## src/hdl/clk_pm_cfg.svh

```systemverilog
// register offsets, field positions, reset values and timing counts
// for the system clock and power mode controller; included by bare name
//
// Notes on behaviour
// - selector codes 000..110 pick fast clock /1../64, 111 picks sub clock
// - during halt the fast idle enable keeps fast oscillator on or off
// - halt with both idle enables 0 enters sleep, fast and sub clocks off
// - halt with fast 0, slow 1 enters sub-clock idle: sub clock only
// - halt with both idle enables 1 enters dual idle: both clocks run
// - halt with fast 1, slow 0 enters fast idle: fast clock only
// - power-down stops execution and leaves registers and ports unchanged
// - power-down entry sets power-down flag, clears watchdog timeout flag
// - power-down entry clears the watchdog counter; it resumes if enabled
// - fast rc frequency field: 00 4MHz, 01 8MHz, 10 12MHz, 11 4MHz
// - fast rc enable bit runs (1) or stops (0) the fast oscillator; 0 stops it only while the sub clock is active
// - enabling fast rc clears stable flag, set again once stable
// - fast/slow only via selector; sleep or idle chosen at each halt
// - switch to sub clock completes only once slow rc is stable
// - unimplemented control register bits read as zero
// - in sleep the slow rc keeps running while the watchdog is enabled
`ifndef CLK_PM_CFG_SVH
`define CLK_PM_CFG_SVH

// byte addresses on the register bus
`define ADDR_SYS_CLK_CTRL 12'h000
`define ADDR_FAST_RC_CTRL 12'h004
`define ADDR_POWER_STATUS 12'h008
`define ADDR_IRQ_STATUS 12'h00c
`define ADDR_IRQ_ENABLE 12'h010
`define ADDR_IRQ_CLEAR 12'h014

// system_clock_control fields
`define SYS_SEL_MSB 7
`define SYS_SEL_LSB 5
`define SYS_FAST_IDLE_BIT 1
`define SYS_SLOW_IDLE_BIT 0
`define SYS_CTRL_RESET 8'h00

// high_speed_rc_control fields
`define HRC_FREQ_MSB 3
`define HRC_FREQ_LSB 2
`define HRC_STABLE_BIT 1
`define HRC_ENABLE_BIT 0
`define HRC_RESET 8'h01

// selector code of the sub clock and the aliased frequency code
`define SEL_SUB_CLOCK 3'h7
`define FREQ_ALIAS_CODE 2'h3
`define FREQ_4MHZ_CODE 2'h0

// interrupt event bits
`define IRQ_POWER_DOWN 0
`define IRQ_FAST_STABLE 1
`define IRQ_CLK_SWITCH 2
`define IRQ_WAKE 3

// fast rc settling guard after it is started
`define SYS_CLK_PERIOD_NS 8
`define FAST_RC_SETTLE_NS 1000

`endif

```

## src/hdl/clk_pm_pkg.sv

```systemverilog
// types shared by the system clock and power mode controller
// assumes the configuration header carries all numeric constants
package clk_pm_pkg;

    typedef enum logic [2:0] {
        MODE_RUN,
        MODE_SLEEP,
        MODE_IDLE_SUB,
        MODE_IDLE_BOTH,
        MODE_IDLE_FAST
    } power_mode_t;

    typedef struct packed {
        logic psel;
        logic penable;
        logic pwrite;
        logic [11:0] paddr;
        logic [31:0] pwdata;
    } apb_req_t;

    typedef struct packed {
        logic [31:0] prdata;
        logic pready;
        logic pslverr;
    } apb_rsp_t;

    typedef struct packed {
        logic cpuRun;
        logic [2:0] sysclkSource;
        logic fastRcRun;
        logic [1:0] fastRcFreq;
        logic subClockRun;
        logic slowRcRun;
        logic wdtClear;
    } clk_ctl_t;

    typedef struct packed {
        logic [2:0] sysclkSelect;
        logic fastOscIdleEnable;
        logic slowOscIdleEnable;
        logic [1:0] fastRcFreqSelect;
        logic fastRcEnable;
        logic fastRcStableFlag;
        logic [2:0] activeSelect;
        power_mode_t mode;
        logic powerDownFlag;
        logic watchdogTimeoutFlag;
        logic [3:0] irqStatus;
        logic [3:0] irqEnable;
        logic [7:0] settleCount;
        logic [1:0] fastStableSync;
        logic [1:0] slowStableSync;
        clk_ctl_t ctl;
        apb_rsp_t rsp;
        logic irq;
    } pm_state_t;

endpackage

```

## src/hdl/system_clock_power_modes.sv

```systemverilog
// system clock selection and low power mode control with apb registers
// assumes halt, wake and watchdog strobes come from logic on sys_clk and
// the oscillator stable levels arrive asynchronously from analog cells
//
// Our own choices: the register offsets and the APB interface to the registers.
`timescale 1ns/1ps
`include "clk_pm_cfg.svh"

module system_clock_power_modes (
    input wire logic sys_clk,
    input wire logic resetn,
    input wire clk_pm_pkg::apb_req_t apbReq,
    output clk_pm_pkg::apb_rsp_t apbRsp,
    input wire logic haltReq,
    input wire logic wakeReq,
    input wire logic wdtEnable,
    input wire logic wdtTimeout,
    input wire logic wdtClearInstr,
    input wire logic fastRcStableRaw,
    input wire logic slowRcStableRaw,
    output clk_pm_pkg::clk_ctl_t clkCtl,
    output logic irq
);

    localparam int SettleCycles = (`FAST_RC_SETTLE_NS +
        `SYS_CLK_PERIOD_NS - 1) / `SYS_CLK_PERIOD_NS;
    localparam logic [7:0] SettleLast = 8'(SettleCycles);
    // reset images of the two control registers
    localparam logic [7:0] SysCtlReset = `SYS_CTRL_RESET;
    localparam logic [7:0] FastRcReset = `HRC_RESET;

    clk_pm_pkg::pm_state_t state_reg;
    clk_pm_pkg::pm_state_t state_next;

    // bus phase decode, shared by the next-state logic and the checks
    logic setupPhase;
    logic accessDone;
    logic wrSysCtl;
    logic wrHrc;
    assign setupPhase = apbReq.psel & ~apbReq.penable;
    assign accessDone = apbReq.psel & apbReq.penable & state_reg.rsp.pready;
    assign wrSysCtl = accessDone & apbReq.pwrite &
        (apbReq.paddr == `ADDR_SYS_CLK_CTRL);
    assign wrHrc = accessDone & apbReq.pwrite &
        (apbReq.paddr == `ADDR_FAST_RC_CTRL);

    // next state: registers, mode machine, oscillator control, interrupts
    always_comb begin
        logic [31:0] rdData;
        logic mapped;
        logic enterDown;
        logic [3:0] events;
        logic fastRun;
        logic halted;
        rdData = 32'h0000_0000;
        mapped = 1'b1;
        enterDown = 1'b0;
        events = 4'h0;
        fastRun = 1'b0;
        halted = 1'b0;
        state_next = state_reg;

        // oscillator stable levels: second stage is the only one read
        state_next.fastStableSync = {state_reg.fastStableSync[0],
            fastRcStableRaw};
        state_next.slowStableSync = {state_reg.slowStableSync[0],
            slowRcStableRaw};

        // register writes at the completing access edge
        if (wrSysCtl) begin
            state_next.sysclkSelect =
                apbReq.pwdata[`SYS_SEL_MSB:`SYS_SEL_LSB];
            state_next.fastOscIdleEnable =
                apbReq.pwdata[`SYS_FAST_IDLE_BIT];
            state_next.slowOscIdleEnable =
                apbReq.pwdata[`SYS_SLOW_IDLE_BIT];
        end
        if (wrHrc) begin
            state_next.fastRcFreqSelect =
                apbReq.pwdata[`HRC_FREQ_MSB:`HRC_FREQ_LSB];
            state_next.fastRcEnable = apbReq.pwdata[`HRC_ENABLE_BIT];
        end
        if (accessDone && apbReq.pwrite &&
            apbReq.paddr == `ADDR_IRQ_ENABLE) begin
            state_next.irqEnable = apbReq.pwdata[3:0];
        end

        // active clock source: sub clock waits for slow rc to settle
        if (state_reg.sysclkSelect != `SEL_SUB_CLOCK) begin
            state_next.activeSelect = state_reg.sysclkSelect;
        end else if (state_reg.slowStableSync[1]) begin
            state_next.activeSelect = `SEL_SUB_CLOCK;
        end
        events[`IRQ_CLK_SWITCH] =
            state_next.activeSelect != state_reg.activeSelect;

        // power mode machine: halt picks the mode from the idle enables
        unique case (state_reg.mode)
            clk_pm_pkg::MODE_RUN: begin
                if (haltReq) begin
                    enterDown = 1'b1;
                    unique case ({state_reg.fastOscIdleEnable,
                        state_reg.slowOscIdleEnable})
                        2'b00: state_next.mode = clk_pm_pkg::MODE_SLEEP;
                        2'b01:
                            state_next.mode = clk_pm_pkg::MODE_IDLE_SUB;
                        2'b11:
                            state_next.mode = clk_pm_pkg::MODE_IDLE_BOTH;
                        2'b10:
                            state_next.mode = clk_pm_pkg::MODE_IDLE_FAST;
                    endcase
                end
            end
            clk_pm_pkg::MODE_SLEEP, clk_pm_pkg::MODE_IDLE_SUB,
            clk_pm_pkg::MODE_IDLE_BOTH, clk_pm_pkg::MODE_IDLE_FAST: begin
                if (wakeReq) begin
                    state_next.mode = clk_pm_pkg::MODE_RUN;
                    events[`IRQ_WAKE] = 1'b1;
                end
            end
            default: state_next.mode = clk_pm_pkg::MODE_RUN;
        endcase
        events[`IRQ_POWER_DOWN] = enterDown;
        halted = state_next.mode != clk_pm_pkg::MODE_RUN;

        // status flags: a setting event wins over a clearing one
        if (wdtClearInstr) begin
            state_next.powerDownFlag = 1'b0;
        end
        if (enterDown) begin
            state_next.powerDownFlag = 1'b1;
            state_next.watchdogTimeoutFlag = 1'b0;
        end
        if (wdtTimeout) begin
            state_next.watchdogTimeoutFlag = 1'b1;
        end

        // fast rc runs on its enable or while a fast clock is active, or during halt on the idle enable
        if (halted) begin
            fastRun = state_next.fastOscIdleEnable;
        end else begin
            fastRun = state_next.fastRcEnable |
                (state_next.activeSelect != `SEL_SUB_CLOCK);
        end

        // stable flag: cleared on enable, set after settle and report
        if (!state_next.fastRcEnable || !fastRun) begin
            state_next.settleCount = 8'h00;
            state_next.fastRcStableFlag = 1'b0;
        end else if (wrHrc && !state_reg.fastRcEnable) begin
            state_next.settleCount = 8'h00;
            state_next.fastRcStableFlag = 1'b0;
        end else if (state_reg.settleCount != SettleLast) begin
            state_next.settleCount = state_reg.settleCount + 8'h01;
        end else if (state_reg.fastStableSync[1]) begin
            state_next.fastRcStableFlag = 1'b1;
        end
        events[`IRQ_FAST_STABLE] = state_next.fastRcStableFlag &
            ~state_reg.fastRcStableFlag;

        // clock control outputs, registered from the next state
        state_next.ctl.cpuRun = ~halted;
        state_next.ctl.sysclkSource = state_next.activeSelect;
        state_next.ctl.fastRcRun = fastRun;
        state_next.ctl.fastRcFreq =
            (state_next.fastRcFreqSelect == `FREQ_ALIAS_CODE) ?
            `FREQ_4MHZ_CODE : state_next.fastRcFreqSelect;
        unique case (state_next.mode)
            clk_pm_pkg::MODE_SLEEP: begin
                state_next.ctl.subClockRun = 1'b0;
                state_next.ctl.slowRcRun = wdtEnable;
            end
            clk_pm_pkg::MODE_IDLE_FAST: begin
                state_next.ctl.subClockRun = 1'b0;
                state_next.ctl.slowRcRun = 1'b1;
            end
            default: begin
                state_next.ctl.subClockRun = 1'b1;
                state_next.ctl.slowRcRun = 1'b1;
            end
        endcase
        state_next.ctl.wdtClear = enterDown;

        // interrupt status: clear by writing ones, events win
        if (accessDone && apbReq.pwrite &&
            apbReq.paddr == `ADDR_IRQ_CLEAR) begin
            state_next.irqStatus = state_reg.irqStatus &
                ~apbReq.pwdata[3:0];
        end
        state_next.irqStatus = state_next.irqStatus | events;
        state_next.irq = |(state_next.irqStatus & state_next.irqEnable);

        // read mux, sampled in the setup cycle
        unique case (apbReq.paddr)
            `ADDR_SYS_CLK_CTRL: begin
                rdData[`SYS_SEL_MSB:`SYS_SEL_LSB] = state_reg.sysclkSelect;
                rdData[`SYS_FAST_IDLE_BIT] = state_reg.fastOscIdleEnable;
                rdData[`SYS_SLOW_IDLE_BIT] = state_reg.slowOscIdleEnable;
            end
            `ADDR_FAST_RC_CTRL: begin
                rdData[`HRC_FREQ_MSB:`HRC_FREQ_LSB] =
                    state_reg.fastRcFreqSelect;
                rdData[`HRC_STABLE_BIT] = state_reg.fastRcStableFlag;
                rdData[`HRC_ENABLE_BIT] = state_reg.fastRcEnable;
            end
            `ADDR_POWER_STATUS: begin
                rdData[0] = state_reg.powerDownFlag;
                rdData[1] = state_reg.watchdogTimeoutFlag;
                rdData[4:2] = state_reg.activeSelect;
                rdData[5] = state_reg.mode != clk_pm_pkg::MODE_RUN;
            end
            `ADDR_IRQ_STATUS: rdData[3:0] = state_reg.irqStatus;
            `ADDR_IRQ_ENABLE: rdData[3:0] = state_reg.irqEnable;
            `ADDR_IRQ_CLEAR: rdData = 32'h0000_0000;
            default: mapped = 1'b0;
        endcase

        // one wait-free access phase: pready for exactly one cycle
        state_next.rsp.pready = setupPhase;
        state_next.rsp.pslverr = setupPhase & ~mapped;
        state_next.rsp.prdata = (setupPhase && !apbReq.pwrite) ?
            rdData : 32'h0000_0000;
    end

    // state register
    always_ff @(posedge sys_clk or negedge resetn) begin
        if (!resetn) begin
            state_reg <= '0;
            state_reg.mode <= clk_pm_pkg::MODE_RUN;
            state_reg.sysclkSelect <=
                SysCtlReset[`SYS_SEL_MSB:`SYS_SEL_LSB];
            state_reg.fastRcEnable <= FastRcReset[`HRC_ENABLE_BIT];
            state_reg.ctl.cpuRun <= 1'b1;
            state_reg.ctl.fastRcRun <= 1'b1;
            state_reg.ctl.subClockRun <= 1'b1;
            state_reg.ctl.slowRcRun <= 1'b1;
        end else begin
            state_reg <= state_next;
        end
    end

    assign apbRsp = state_reg.rsp;
    assign clkCtl = state_reg.ctl;
    assign irq = state_reg.irq;

    logic runHalt;
    assign runHalt = (state_reg.mode == clk_pm_pkg::MODE_RUN) & haltReq;
endmodule

```

## config.mk

```make
export PLATFORM = sky130hd
export DESIGN_NAME = system_clock_power_modes
export DESIGN_NICKNAME = d
export VERILOG_FILES = /design/src/hdl/clk_pm_pkg.sv /design/src/hdl/system_clock_power_modes.sv
export VERILOG_INCLUDE_DIRS = /design/src /design/src/hdl
export SDC_FILE = /design/constraint.sdc
export NUM_CORES = 1
export LEC_CHECK = 0
export ABC_AREA = 0
export BUFFER_PORTS_ARGS = -buffer_cell sky130_fd_sc_hd__buf_2
export CORE_MARGIN = 2
export CORE_UTILIZATION = 52
export CTS_BUF_LIST = sky130_fd_sc_hd__clkbuf_4 sky130_fd_sc_hd__clkbuf_8
export CTS_CLUSTER_DIAMETER = 80
export DETAILED_ROUTE_END_ITERATION = 8
export GPL_TIMING_DRIVEN = 0
export HOLD_SLACK_MARGIN = 0.06
export PLACE_DENSITY = 0.83
export REMOVE_ABC_BUFFERS = 1
export SLEW_MARGIN = 20
export SYNTH_ARGS = -nofsm -noshare
export SYNTH_HDL_FRONTEND = slang
export SYNTH_SLANG_ARGS = --single-unit
```

## constraint.sdc

```tcl
create_clock -name sys_clk -period 3.1 [get_ports sys_clk]
set_input_delay 0 -clock sys_clk [delete_from_list [all_inputs] [get_ports sys_clk]]
set_output_delay 0 -clock sys_clk [all_outputs]
set_load 0.01 [all_outputs]
```

==> out/qor.txt <==
most frequent cells in the layout: 50 x dfrtp_1, 50 x buf_2, 25 x nor2_1, 24 x conb_1, 23 x dlygate4sd3_1
reg2reg end: state_reg[62]$_DFF_PN0_
Max Clk Rate: 0.406 GHz
Top Family by Delay on Critical Path: compound AO/OA/AOI/OAI gates
post-route cell area: 0.00326 sq mm
Max FO, Critical Path: 11
Met1 Wirelength: 2260 um
Top Layer Used: met4
NumNets Final: 389
status: complete, no violations
clock buffer depth: 2
vias per inst: 5.05
Hold Path Depth: 4
clock skew: 8.63 ps
Max VDD drop: 186 uV
total number of vias: 2,036
die width: 78.3 um
remaining antenna violation count: 0
drt pass-1 iters: 4
PwrDens: 420 mW/mm^2
WP buf/inv: 2
RSZ-0062 raised after global routing: false
Cell Area, Synth: 0.00287 sq mm
number of cells on the worst reg-to-reg path: 8
Die H: 78.3 um
WL met2: 2810 um
Startpoint Class: flop
Min-Delay Endpoint: apbRsp[4]$_DFF_PN0_
Storage cell area: 0.00138 sq mm
FFs w/ async S/R, synth: 1.00
worst-margin pin slew: 651 ps
std cell rows: 27
Area Overhead vs Synth: 13.4%
Worst Hold Launch: apbReq[38]
layout cell share with drive strength beyond 1: 0.248
Crit. End Element: flop
hold crit path type: in2reg
CTS sink cnt: 55
leakage power: 1.61 nW
worst r2r src: state_reg[77]$_DFFE_PN0N_
Post-Place Cell Area: 0.00293 sq mm
GRT Residual Overflow: 0
fin cells: 403
vias in the first global route: 1,962
Die Footprint: 0.00613 sq mm
largest net degree at the start of global routing: 56
IO buf count: 51
CP max-delay cell: a221o_1
minimum clock period: 2470 ps
Avg Cell Area, Syn: 10.5 sq um
total core area: 0.00541 sq mm
max cap viols: 0
ys flop type: dfrtp_1
CTS tree: yes
Clock Latency Late Sink: 310 ps
Placer Congestion: 0.857
post-synthesis sequential area ratio: 0.481
warnings from Yosys: 0
Cells after Synth: 274
CTS buffer count: 5
multi-input logic area: 0.00113 sq mm
number of diodes: 0
Final setup viols: 0
arrival time at the worst endpoint: 2670 ps
Cell variety after synth: 49
Largest register FFs: 32
initial cell density of the core: 0.531
post-cts resize count: 0
Final period util: 0.795
CP Data Required Time: 3310 ps
DRC viols: 0
first-pass GRT wire length: 9040 um
Clock Root Buffer: clkbuf_8
1st-iter DRT viols: 195
setup TNS: 0 ps
Final Hold Vio Count: 0
Reg clk slew, reported paths: 100 ps
Slew Limit Fails: 0
critical path class: reg2reg
Yosys reg bits: 55
IO Pins: 101
met3 wire length: 274 um
r2r setup slk: 630 ps
placed cells: 372
max incr delay on CP: 490 ps
filler cell count: 455
Detailed Route WL: 5450 um
Most Frequent Cell on Critical Path: inv_1
max_slew headroom: 0.560
initial antenna violation count: 0
GRT Util Overall: 0.187
HPWL Detailed: 3900 um
wire per inst: 13.5 um
Post-synth EDFFs: 0
H-tree Lvls: 2
worst path cell trace: inv_1 > ha_1 > and3b_1 > o21ai_2 > inv_1 > or3b_4 > a221o_1 > o41ai_4
[cells in the mapped netlist, drive strengths merged (3+ instances only)]
master  instances  share of area
dfrtp          50           0.44
buf            47           0.13
nor2           25          0.033
inv            19          0.025
nand2          17          0.022
o21ai          12          0.022
nand4           8          0.017
and3            7          0.016
xor2            7          0.021
mux2i           6          0.021
a21oi           5         0.0087
dfstp           5          0.046
mux2            5          0.020
nor3            5         0.0087
and4            4          0.013
nor2b           4         0.0087
ha              3          0.013
nand2b          3         0.0065
nand3           3         0.0052
nand3b          3         0.0078
nor4            3          0.019
nor4b           3         0.0092
or2             3         0.0065
xnor2           3         0.0092
[layout make-up]
type / count / share of cell area
Inverter: 19 / 0.0219
Timing Repair Buffer: 74 / 0.150
Clock buffer: 7 / 0.0277
Tap cell: 72 / 0.0277
Multi-Input combinational cell: 175 / 0.347
Sequential cell: 55 / 0.425
Clock inverter: 1 / 0.00154
[layer usage]
metal / up-vias / global-route usage
li1: 989 / -
met1: 965 / 0.241
met2: 72 / 0.321
met3: 10 / 0.0253
met4: 0 / 0.0772
met5: - / 0
[power breakdown]
part | switching (mW) | leakage (nW) | internal (mW) | total (mW)
logic | 0.100 | 0.882 | 0.0783 | 0.179
clock network | 0.229 | 0.0517 | 0.190 | 0.419
registers | 0.0232 | 0.681 | 0.747 | 0.770
total | 0.353 | 1.61 | 1.01 | 1.37
[worst min-delay path, cell delays in order]
cell and delay (ps):
buf_2 110, nor4b_1 80, nand4_1 120, nor2_1 50
[per-stage QoR]
stage	util	power, mW	hold slack, ps	setup slack [ps]
2_1_floorplan	-	0.869	-296	930
3_3_place_gp	0.542	0.935	111	713
3_5_place_dp	0.542	0.940	88.8	666
4_1_cts	0.603	1.38	69.8	636
5_1_grt	0.603	1.43	97.6	481
6_report	0.603	1.37	88.4	635
[worst max-delay path by stage]
| stage | start | endpoint | slack, ps | cells past startpoint |
|---|---|---|---|---|
| 2_1_floorplan | state_reg[77]$_DFFE_PN0N_ | state_reg[62]$_DFF_PN0_ | 930 | 8 |
| 3_3_place_gp | state_reg[77]$_DFFE_PN0N_ | irq$_DFF_PN0_ | 710 | 9 |
| 3_5_place_dp | state_reg[77]$_DFFE_PN0N_ | state_reg[62]$_DFF_PN0_ | 670 | 8 |
| 4_1_cts | state_reg[77]$_DFFE_PN0N_ | state_reg[62]$_DFF_PN0_ | 640 | 8 |
| 5_1_grt | state_reg[77]$_DFFE_PN0N_ | irq$_DFF_PN0_ | 480 | 9 |
| 6_report | state_reg[77]$_DFFE_PN0N_ | state_reg[62]$_DFF_PN0_ | 630 | 8 |
[logic make-up (layout without fill, tap and decap cells)]
logic type	Yosys count	after routing	synth area share
flip-flops	55	55	0.481
AO/OA/AOI/OAI	33	33	0.0841
AND/OR/NAND/NOR	94	94	0.194
XOR/XNOR	10	10	0.0305
multiplexers	11	11	0.0405
buffers and inverters	67	101	0.155
adder cells (fa/ha/maj)	3	3	0.0131
other	1	24	0.00131
[what timing repair did]
| item | 4_1_cts | 5_1_grt |
|---|---|---|
| endpoints found under the hold margin | 75 | 0 |
| setup buffers | 0 | 0 |
| hold buffers | 23 | 0 |
Power figures use the tool's default switching activity.
